$ cat config.mk
export PLATFORM = sky130hd
export DESIGN_NAME = rlo_regs
export DESIGN_NICKNAME = d
export VERILOG_FILES = /design/src/pkg/rlo_pkg.sv /design/src/core/rlo_regs.sv
export SDC_FILE = /design/constraint.sdc
export NUM_CORES = 1
export LEC_CHECK = 0
export BUFFER_PORTS_ARGS = -buffer_cell sky130_fd_sc_hd__clkbuf_2
export CAP_MARGIN = 20
export CORE_ASPECT_RATIO = 2
export CORE_MARGIN = 4
export CORE_UTILIZATION = 55
export CTS_BUF_LIST = sky130_fd_sc_hd__clkbuf_8
export DETAILED_ROUTE_END_ITERATION = 6
export PLACE_DENSITY_LB_ADDON = 0.15
export RECOVER_POWER = 50
export SLEW_MARGIN = 10
export SYNTH_ARGS = -nofsm -noshare
export SYNTH_HDL_FRONTEND = slang
export SYNTH_SLANG_ARGS = --single-unit
$ cat constraint.sdc
create_clock -name CLK_I -period 4 [get_ports CLK_I]
set_input_delay 0.4 -clock CLK_I [delete_from_list [all_inputs] [get_ports CLK_I]]
set_output_delay 0.4 -clock CLK_I [all_outputs]
set_load 0.05 [all_outputs]
$ cat src/pkg/rlo_pkg.sv
// Package: constants and carrier types for the relay output register bank
package rlo_pkg;

   // ----------------------------------------------------------------
   // Register words, addressed by A4..A1 inside the board window
   // ----------------------------------------------------------------
   localparam logic [3:0]  RLO_WORD_CSR    = 4'h1;
   localparam logic [1:0]  RLO_GRP_CMD     = 2'h2;
   localparam logic [1:0]  RLO_GRP_SENSE   = 2'h3;
   localparam int          RLO_WORD_BITS   = 16;
   localparam int          RLO_GRP_WORDS   = 4;

   // ----------------------------------------------------------------
   // Control/status word fields
   // ----------------------------------------------------------------
   localparam int          RLO_CSR_LED     = 15;
   localparam int          RLO_CSR_EN_LOW  = 14;
   localparam int          RLO_CSR_EN_HIGH = 13;
   localparam logic [15:0] RLO_CSR_RESET   = 16'h0000;
   localparam logic [15:0] RLO_WORD_ZERO   = 16'h0000;
   localparam logic [63:0] RLO_CMD_RESET   = 64'h0000_0000_0000_0000;

   // ----------------------------------------------------------------
   // Address decode
   // ----------------------------------------------------------------
   localparam int          RLO_ADDR_HI     = 23;
   localparam int          RLO_BASE_LSB    = 5;
   localparam int          RLO_BASE_W      = RLO_ADDR_HI - RLO_BASE_LSB + 1;
   localparam int          RLO_STD_FIRST   = 16;
   localparam logic [5:0]  RLO_AM_SHORT_NP = 6'h29;
   localparam logic [5:0]  RLO_AM_SHORT_SV = 6'h2D;
   localparam logic [5:0]  RLO_AM_STD_NP   = 6'h39;
   localparam logic [5:0]  RLO_AM_STD_SV   = 6'h3D;

   // ----------------------------------------------------------------
   // Acknowledge timing
   // ----------------------------------------------------------------
   localparam int          RLO_CLK_NS      = 40;
   localparam int          RLO_DTACK_NS    = 150;
   localparam int          RLO_DTACK_CYC   =
      (RLO_DTACK_NS + RLO_CLK_NS - 1) / RLO_CLK_NS;
   localparam logic [2:0]  RLO_DTACK_LAST  = 3'(RLO_DTACK_CYC - 1);
   localparam logic [2:0]  RLO_CNT_ZERO    = 3'h0;
   localparam logic [2:0]  RLO_CNT_ONE     = 3'h1;

   // ----------------------------------------------------------------
   // Types
   // ----------------------------------------------------------------
   typedef enum logic [1:0] {
      RLO_IDLE = 2'b00,
      RLO_WAIT = 2'b01,
      RLO_ACK  = 2'b10
   } rlo_fsm_e;

   typedef struct packed {
      logic [23:1] addr;
      logic [5:0]  am;
      logic        as_n;
      logic        ds1_n;
      logic        ds0_n;
      logic        write_n;
      logic [15:0] data;
   } rlo_bus_s;

   typedef struct packed {
      logic [RLO_BASE_W-1:0] base_select_header;
      logic                  std_addr;
      logic                  am_nonpriv;
      logic                  am_either;
   } rlo_jumper_s;

   typedef struct packed {
      rlo_fsm_e    fsm;
      logic [2:0]  cnt;
      logic [3:0]  word;
      logic        wr;
      logic        lane_hi;
      logic        lane_lo;
      logic [15:0] wdata;
      logic [15:0] control_status_word;
      logic [63:0] relay_command;
      logic [15:0] rdata;
      logic        dtack_n;
      logic        dtack_oe;
      logic        fail_led;
      logic        d_oe;
      logic [63:0] set_coil;
      logic [63:0] reset_coil;
   } rlo_state_s;

endpackage

$ cat src/core/rlo_regs.sv
// Relay output board register bank with bus slave and address decoder
// Operation
// - Control/status bits 15..13 act; all sixteen bits read back.
// - Fail indicator lit while control/status bit 15 is zero.
// - Reset clears control/status bit 15, lighting the fail indicator.
// - Bit 14 enables channels 1-32 drivers; bit 13 channels 33-64.
// - Disabled half drives no coils; relays fall to unenergised position.
// - Reset clears both driver-enable bits.
// - Command bit one energises that relay's set coil when enabled.
// - Command bit zero energises the reset coil when enabled.
// - Contact sense bits report auxiliary contacts, lagging up to 5.5 ms.
// - Command registers read back the last written value.
// - Every register is accessible at any time, test mode included.
// - Each half enters test mode independently of the other.
// - Short addressing ignores A23-A16; standard includes them.
// - Privilege jumpers select nonprivileged, either, or supervisory modifiers.
// - Installed base jumper requires address low; uninstalled requires high.
// - Selected cycle writes or reads the addressed register, then acknowledges.
// - Acknowledge four clocks (160 ns, 150 ns rounded up) after select; rearm when both strobes high.
// - Read data held until both data strobes return high.
// - Writes to read-only words are acknowledged and discarded.
module rlo_regs (
   input  wire logic                 CLK_I,
   input  wire logic                 RESET_I,
   input  wire rlo_pkg::rlo_bus_s    VME_I,
   input  wire rlo_pkg::rlo_jumper_s JUMPER_I,
   input  wire logic [63:0]          CONTACT_SENSE_I,
   output logic [15:0]               D_O,
   output logic                      D_OE_O,
   output logic                      DTACK_N_O,
   output logic                      DTACK_OE_O,
   output logic                      FAIL_LED_O,
   output logic                      LOWER_DRV_EN_O,
   output logic                      UPPER_DRV_EN_O,
   output logic [63:0]               SET_COIL_O,
   output logic [63:0]               RESET_COIL_O
);
   import rlo_pkg::*;

   rlo_state_s s_q;
   rlo_state_s s_d;
   logic       select;
   logic       strobes_idle;
   logic       en_lo;
   logic       en_hi;
   logic [63:0] en_mask;

   // ----------------------------------------------------------------
   // Decode functions
   // ----------------------------------------------------------------
   function automatic logic addr_match(input logic [23:1] a,
                                       input rlo_jumper_s j);
      logic ok;
      ok = 1'b1;
      for (int i = RLO_BASE_LSB; i <= RLO_ADDR_HI; i++) begin
         if (j.std_addr || i < RLO_STD_FIRST) begin
            if (a[i] == j.base_select_header[i-RLO_BASE_LSB]) begin
               ok = 1'b0;
            end
         end
      end
      return ok;
   endfunction

   function automatic logic am_match(input logic [5:0] am,
                                     input rlo_jumper_s j);
      logic np;
      logic sv;
      np = j.std_addr ? (am == RLO_AM_STD_NP) : (am == RLO_AM_SHORT_NP);
      sv = j.std_addr ? (am == RLO_AM_STD_SV) : (am == RLO_AM_SHORT_SV);
      if (j.am_either) begin
         return np || sv;
      end else if (j.am_nonpriv) begin
         return np;
      end else begin
         return sv;
      end
   endfunction

   function automatic logic [15:0] read_word(input logic [3:0]  w,
                                             input logic [15:0] control_status,
                                             input logic [63:0] cmd,
                                             input logic [63:0] sense);
      int base;
      base = (RLO_GRP_WORDS - 1 - int'(w[1:0])) * RLO_WORD_BITS;
      if (w == RLO_WORD_CSR) begin
         return control_status;
      end else if (w[3:2] == RLO_GRP_CMD) begin
         return cmd[base +: RLO_WORD_BITS];
      end else if (w[3:2] == RLO_GRP_SENSE) begin
         return sense[base +: RLO_WORD_BITS];
      end else begin
         return RLO_WORD_ZERO;
      end
   endfunction

   // ----------------------------------------------------------------
   // Next state
   // ----------------------------------------------------------------
   assign select = !VME_I.as_n && !(VME_I.ds0_n && VME_I.ds1_n)
                   && addr_match(VME_I.addr, JUMPER_I)
                   && am_match(VME_I.am, JUMPER_I);
   assign strobes_idle = VME_I.ds0_n && VME_I.ds1_n;

   always_comb begin
      int base;
      s_d  = s_q;
      base = (RLO_GRP_WORDS - 1 - int'(s_q.word[1:0])) * RLO_WORD_BITS;
      unique case (s_q.fsm)
         RLO_IDLE: begin
            if (select) begin
               s_d.fsm     = RLO_WAIT;
               s_d.cnt     = RLO_CNT_ZERO;
               s_d.word    = VME_I.addr[4:1];
               s_d.wr      = !VME_I.write_n;
               s_d.lane_hi = !VME_I.ds1_n;
               s_d.lane_lo = !VME_I.ds0_n;
               s_d.wdata   = VME_I.data;
            end
         end
         RLO_WAIT: begin
            s_d.cnt = s_q.cnt + RLO_CNT_ONE;
            if (s_q.cnt == RLO_DTACK_LAST) begin
               s_d.fsm     = RLO_ACK;
               s_d.dtack_n = 1'b0;
               s_d.dtack_oe = 1'b1;
               s_d.d_oe    = !s_q.wr;
               s_d.rdata   = read_word(s_q.word, s_q.control_status_word,
                                       s_q.relay_command, CONTACT_SENSE_I);
               if (s_q.wr && s_q.word == RLO_WORD_CSR) begin
                  if (s_q.lane_hi) begin
                     s_d.control_status_word[15:8] = s_q.wdata[15:8];
                  end
                  if (s_q.lane_lo) begin
                     s_d.control_status_word[7:0] = s_q.wdata[7:0];
                  end
               end
               // Sense words and unused words drop write data
               if (s_q.wr && s_q.word[3:2] == RLO_GRP_CMD) begin
                  if (s_q.lane_hi) begin
                     s_d.relay_command[base+8 +: 8] = s_q.wdata[15:8];
                  end
                  if (s_q.lane_lo) begin
                     s_d.relay_command[base +: 8] = s_q.wdata[7:0];
                  end
               end
            end
         end
         RLO_ACK: begin
            if (strobes_idle) begin
               s_d.fsm     = RLO_IDLE;
               s_d.dtack_n = 1'b1;
               s_d.dtack_oe = 1'b0;
               s_d.d_oe    = 1'b0;
            end
         end
         default: begin
            s_d.fsm     = RLO_IDLE;
            s_d.dtack_n = 1'b1;
            s_d.dtack_oe = 1'b0;
            s_d.d_oe    = 1'b0;
         end
      endcase
      // Coil drive from the next-cycle register contents
      en_lo   = s_d.control_status_word[RLO_CSR_EN_LOW];
      en_hi   = s_d.control_status_word[RLO_CSR_EN_HIGH];
      en_mask = {{32{en_hi}}, {32{en_lo}}};
      s_d.set_coil   = s_d.relay_command & en_mask;
      s_d.reset_coil = ~s_d.relay_command & en_mask;
      s_d.fail_led   = !s_d.control_status_word[RLO_CSR_LED];
   end

   // ----------------------------------------------------------------
   // State register
   // ----------------------------------------------------------------
   always_ff @(posedge CLK_I) begin
      if (RESET_I) begin
         s_q                     <= '0;
         s_q.fsm                 <= RLO_IDLE;
         s_q.dtack_n             <= 1'b1;
         s_q.fail_led            <= 1'b1;
         s_q.control_status_word <= RLO_CSR_RESET;
         s_q.relay_command       <= RLO_CMD_RESET;
      end else begin
         s_q <= s_d;
      end
   end

   assign D_O            = s_q.rdata;
   assign D_OE_O         = s_q.d_oe;
   assign DTACK_N_O      = s_q.dtack_n;
   assign DTACK_OE_O     = s_q.dtack_oe;
   assign FAIL_LED_O     = s_q.fail_led;
   assign LOWER_DRV_EN_O = s_q.control_status_word[RLO_CSR_EN_LOW];
   assign UPPER_DRV_EN_O = s_q.control_status_word[RLO_CSR_EN_HIGH];
   assign SET_COIL_O     = s_q.set_coil;
   assign RESET_COIL_O   = s_q.reset_coil;
endmodule // rlo_regs

[Word level (Yosys, flattened, before mapping)]
Cells that the tools add are included.
Operators by class
  add/sub/neg operators: 5
  equality and inequality tests: 32
  shift operators: 6
  multiplexer cells: 57
  bitwise gates (word level): 4
  reductions and logical operators: 23
Operators by type and width (number)
  2-to-1 mux 64 bit: 6
  AND 64 bit: 2
  bitwise mux 64 bit: 2
  variable shift 8 x 33 -> 64 bit (first input constant): 2
  indexed part select 64 x 7 -> 16 bit: 2
  indexed part select 8 x 33 -> 64 bit: 2
  2-to-1 mux 98 bit: 1
  2-to-1 mux 96 bit: 1
  2-to-1 mux 16 bit: 4
  inverter 64 bit: 1
  2-to-1 mux 1 bit: 33
  negator 7 -> 33 bit: 1
  negator 8 -> 33 bit: 1
  2-to-1 mux 28 bit: 1
  == test 6 bit (second input constant): 4
  == test 1 bit: 19
  2-to-1 mux 8 bit: 2
  one-hot mux 2 bit (3 select lines): 2
  adder 7 x 5 -> 8 bit (second input constant): 1
  AND reduction 4 bit: 2
  zero test 1 bit: 7
  == test 2 bit (second input constant): 3
  logical AND 1 bit: 6
  2-to-1 mux 2 bit: 3
  other kinds (14): 19
Word-level totals
  bits in registers: 256
  input bits: 137
  logic and storage cells: 145

[Depth between registers and ports, before layout]
  depth after elaboration: 32
  depth in mapped cells: 10

[Worst setup path after synthesis]
No wires, ideal clock.
  path kind: register to register
  start: reg s_q[247] in the netlist's numbering
  end: reg s_q (netlist bit RESET_COIL_O[16])
  library setup time: 114 ps
  data arrival time: 2123 ps
  required time: 3886 ps
  slack: 1763 ps
  cell stages (with the launch flop): 8
  path buffers: 1
  clock period less this slack: 2237 ps
  path through: dfxtp_1 buf_2 inv_1 ha_1 nor3b_1 nand4_1 a21boi_1 nor2b_2
Between the ends
  cells in the longest elaborated chain, start to end: 16
  elaborated cells on any way between the ends: 23
RTL lines
  start, declared: line rlo_regs.sv:40  | rlo_state_s s_q;
  subtractor 2 x 2 -> 3 bit: line rlo_regs.sv:108  | base = (RLO_GRP_WORDS - 1 - int'(s_q.word[1:0])) * RLO_WORD_BITS;
  adder 7 x 5 -> 8 bit: line rlo_regs.sv:141  | s_d.relay_command[base+8 +: 8] = s_q.wdata[15:8];
  negator 8 -> 33 bit: line rlo_regs.sv:141
  indexed part select 8 x 33 -> 64 bit or variable shift 8 x 33 -> 64 bit (tied branches): line rlo_regs.sv:141
  bitwise mux 64 bit: line rlo_regs.sv:141
  2-to-1 mux 64 bit: line rlo_regs.sv:140  | if (s_q.lane_hi) begin
  2-to-1 mux 64 bit: line rlo_regs.sv:139  | if (s_q.wr && s_q.word[3:2] == RLO_GRP_CMD) begin
  2-to-1 mux 64 bit: line rlo_regs.sv:123  | if (s_q.cnt == RLO_DTACK_LAST) begin
  2-to-1 mux 64 bit: line rlo_regs.sv:109  | unique case (s_q.fsm)
  bitwise mux 64 bit: line rlo_regs.sv:144  | s_d.relay_command[base +: 8] = s_q.wdata[7:0];
  2-to-1 mux 64 bit: line rlo_regs.sv:143  | if (s_q.lane_lo) begin
  2-to-1 mux 64 bit: line rlo_regs.sv:139
  2-to-1 mux 98 bit (*): line rlo_regs.sv:123
  2-to-1 mux 96 bit (*): line rlo_regs.sv:109
  inverter 64 bit: line rlo_regs.sv:169  | s_d.reset_coil = ~s_d.relay_command & en_mask;
  AND 64 bit (*): line rlo_regs.sv:169
Every way passes the cells marked *; elsewhere a longest branch is shown, timed or not. The select of a mux whose other input is x is not followed.
A chain may end at the register's enable or synchronous reset.

[Final worst setup path]
  start: reg s_q[251] in the netlist's numbering
  end: reg s_q (netlist bit SET_COIL_O[8])
Between the ends
  cells in the longest elaborated chain, start to end: 4
RTL lines
  == test 3 x 2 -> 1 bit: line rlo_regs.sv:123
  2-to-1 mux 98 bit: line rlo_regs.sv:123
  2-to-1 mux 96 bit: line rlo_regs.sv:109
  AND 64 bit: line rlo_regs.sv:168  | s_d.set_coil = s_d.relay_command & en_mask;
No other way between the ends. The select of a mux whose other input is x is not followed.

==> run metrics <==
Worst Setup Start Kind=register; reg-to-reg critical path startpoint=s_q[251]; Root Buffer=clkbuf_8; largest net degree at the start of global routing=67; worst r2r path cells=8; final core occ=about three fifths; Syn Inst Count=1105; Die Area=around 22000 sq um; ANT nets after route=0; Critical R2R Capture=SET_COIL_O[8]; worst setup margin=884 ps; minimum clock period=3120 ps; yosys warns=0; EDFF count, synth=0; ys async rst share=0%; Max clock buf depth=3; layout cell share with drive strength beyond 1=around 23%; via density per instance=about 5.3; max_cap viols=1; H-tree Lvls=2; total setup buffers inserted after CTS=0; endpoint class of the critical path=register; distinct cell type count after synthesis=48; setup violators final=0; f_max=about 0.32 GHz; Hold WS=154 ps; Area Overhead vs Synth=8.34%; Final Skew=27.1 ps; Top Ports=287; WP data required=around 4400 ps; Filler cells=~1800; Worst Hold Launch=VME_I[0]; Setup Total Neg Slack=0 ps; core box area=between 15000 and 20000 sq um; leakage power=about 5 nW; flops & latches, synth=between 200 and 300; first-pass GRT wire length=roughly 43000 um; via count=between 8000 and 9000; GRT overflow=0; Starting Density=about 56%; Hold Path Depth=3; drt wl/cell=18.4 um; I/O Buffers=between 200 and 300; net count after synthesis=around 1300; Worst-Margin Slew=2990 ps; Routed Wire Length=27900 um; Clock Latency Late Sink=approximately 520 ps; hold buffer count at CTS=0; clk slew on worst S/H paths=around 70 ps; Pre-antenna DRT Iters=5; average cell area after synthesis=roughly 10 sq um; initial antenna violation count=1; Worst VDD drop=between 200 and 300 uV; Post-DP HPWL=21200 um; Critical path origin=s_q[251]; vias in the first global route=between 7000 and 8000; post-CTS resize count=0; die width=108 um; critical path class=reg -> reg; FP Rows=between 70 and 80; Slew headroom=-99.1%; Mapped Area=approximately 11000 sq um; failing checks=capacitance limit, slew limit; min-delay worst type=in -> reg; cell repeated most along the worst path=ha_1; dpl ws=about 1200 ps; fin. max-slew vios=67; Die Y=208 um; CP cell instances=ha_1 -> ha_1 -> and4b_1 -> nand3_1 -> mux2i_1 -> or2_2 -> buf_4 -> nor2_1; # nets final=about 1400; Tcrit/Tclk final=77.9%; TritonCTS clock tree=built; residual DRC count=0; status=finished, violations left; RSZ-0062 raised after global routing=false; Tot Pwr=about 4.7 mW; reg2reg setup slack=880 ps; worst-path maximum fanout=33; Final Hold Vio Count=0; Hold EP=s_q[228]; main flop type after synthesis=dfxtp_1; clk sinks=256; Critical Path Slowest Stage Cell=or2_2; register area share after synthesis=between 40% and 50%; 1st-iter DRT viols=slightly above 300; critical path arrival=~3500 ps; P per Cell Area=around 400 nW/um^2; GRT Overall Usage=24.3%; highest cell delay on the worst timing path=590 ps; GPL Wtd Cong=about 0.94; CTS buffer count=34
-- worst max-delay path by stage --
stage	slack (ps)	cells after the start	endpoint
6_report	880	8	SET_COIL_O[8]
2_1_floorplan	1760	7	RESET_COIL_O[16]
5_1_grt	600	6	RESET_COIL_O[18]
3_5_place_dp	1160	8	RESET_COIL_O[28]
3_3_place_gp	1240	8	SET_COIL_O[14]
4_1_cts	1170	8	RESET_COIL_O[28]
-- sequential cells by signal (all words and copies together) (netlist names), 16 cells and up --
register,cells
D_O,16
RESET_COIL_O,64
SET_COIL_O,64
s_q,106
-- cells in the mapped netlist, types with 2 or more instances --
| cell type | count | area (sq um) |
|---|---|---|
| xor2_1 | 20 | 175 |
| buf_4 | 146 | 1100 |
| o21ai_1 | 6 | 30.0 |
| nor2b_1 | 38 | 238 |
| nand2b_1 | 2 | 12.5 |
| clkbuf_1 | 37 | 139 |
| and4b_1 | 2 | 20.0 |
| nor2_1 | 153 | 574 |
| buf_2 | 6 | 30.0 |
| mux2_2 | 16 | 180 |
| a21boi_0 | 2 | 15.0 |
| a22o_1 | 18 | 158 |
| and4_1 | 14 | 123 |
| nor3b_2 | 2 | 25.0 |
| a21oi_1 | 58 | 290 |
| and3_1 | 26 | 163 |
| buf_6 | 17 | 191 |
| mux4_2 | 32 | 721 |
| nand3_1 | 2 | 10.0 |
| o21ai_0 | 31 | 155 |
| mux2i_1 | 16 | 160 |
| inv_1 | 6 | 22.5 |
| nand2_1 | 42 | 158 |
| a31oi_1 | 3 | 18.8 |
| or2_1 | 2 | 12.5 |
| a21boi_1 | 28 | 210 |
| nand4_1 | 57 | 357 |
| a21boi_2 | 2 | 22.5 |
| nor2b_2 | 30 | 263 |
| a21o_1 | 2 | 15.0 |
| dfxtp_1 | 256 | 5120 |
| or3_1 | 2 | 12.5 |
| ha_1 | 9 | 113 |
| nor3_1 | 8 | 40.0 |
-- worst max-delay path: cells and delay by family, from the launching register on --
family        cells  cell delay [ps]
buf+inv           1              460
mux               1              270
flops             1              350
simple gates      4             1520
fa+ha+maj         2              380
-- power by group --
part	switching [mW]	internal [mW]
Sequential	0.00000242	2.55
Clock	0.924	1.08
Combinational	0.0662	0.0713
-- layout make-up --
cell class              instances  area (sq um)  share of cell area (%)
diodes                          1          2.50                  0.0210
clock buffers                  42           578                    4.85
clock inverters                18           131                    1.10
inverters                       6          22.5                   0.189
multi-input cells             636          4370                    36.7
flip-flops and latches        256          5130                    43.0
well taps                     259           324                    2.72
repair buffers                301          1350                    11.4
-- cells by family (layout without fill, tap and decap cells) --
family                     Yosys count  in the layout  share of synthesized area (%)
and+or+nand+nor                    387            387                           18.8
buffers and inverters              213            367                           13.5
xor gates and xnor gates            21             21                           1.67
AOI/OAI and AO/OA                  155            155                           8.70
muxes                               64             64                           9.65
other                                0              1                              0
DFF                                256            256                           46.6
adders and majority gates            9              9                           1.02
-- per-stage QoR --
stage / instance area (sq um) / cells
floorplan: 11000 / 1105
global placement: 11400 / 1457
detailed placement: 11400 / 1457
CTS: 12100 / 1517
global route: 11900 / 1519
finish: 11900 / 1519
-- cells in the final DEF (no fill, tap or decap), types with 3 or more instances in the layout --
master / instances
o21ai_0: 34
inv_1: 15
o21ai_1: 3
a31oi_1: 3
nand4_1: 57
a21oi_1: 58
and3_1: 26
buf_4: 14
nor2b_2: 30
clkinv_2: 6
and4_1: 14
clkbuf_8: 42
ha_1: 9
nand3_1: 3
a22o_1: 18
or2_2: 3
nand2_1: 42
dfxtp_1: 255
nor2b_1: 38
mux2_2: 16
nor2_1: 153
clkbuf_2: 136
mux2i_1: 16
xor2_1: 20
a21boi_1: 28
nor3_1: 8
clkbuf_1: 151
mux4_2: 32
-- layer usage --
layer | track usage, % | share of wire (%) | vias up | wire length [um]
li1 | - | - | 3920 | -
met1 | 28.3 | 38 | 3711 | 10500
met2 | 40.4 | 49 | 348 | 13600
met3 | 4.62 | 7.1 | 65 | 1980
met4 | 15.0 | 6.6 | 0 | 1840
met5 | 0 | 0 | - | 0
No activity file was read; power rests on OpenSTA's default activity.
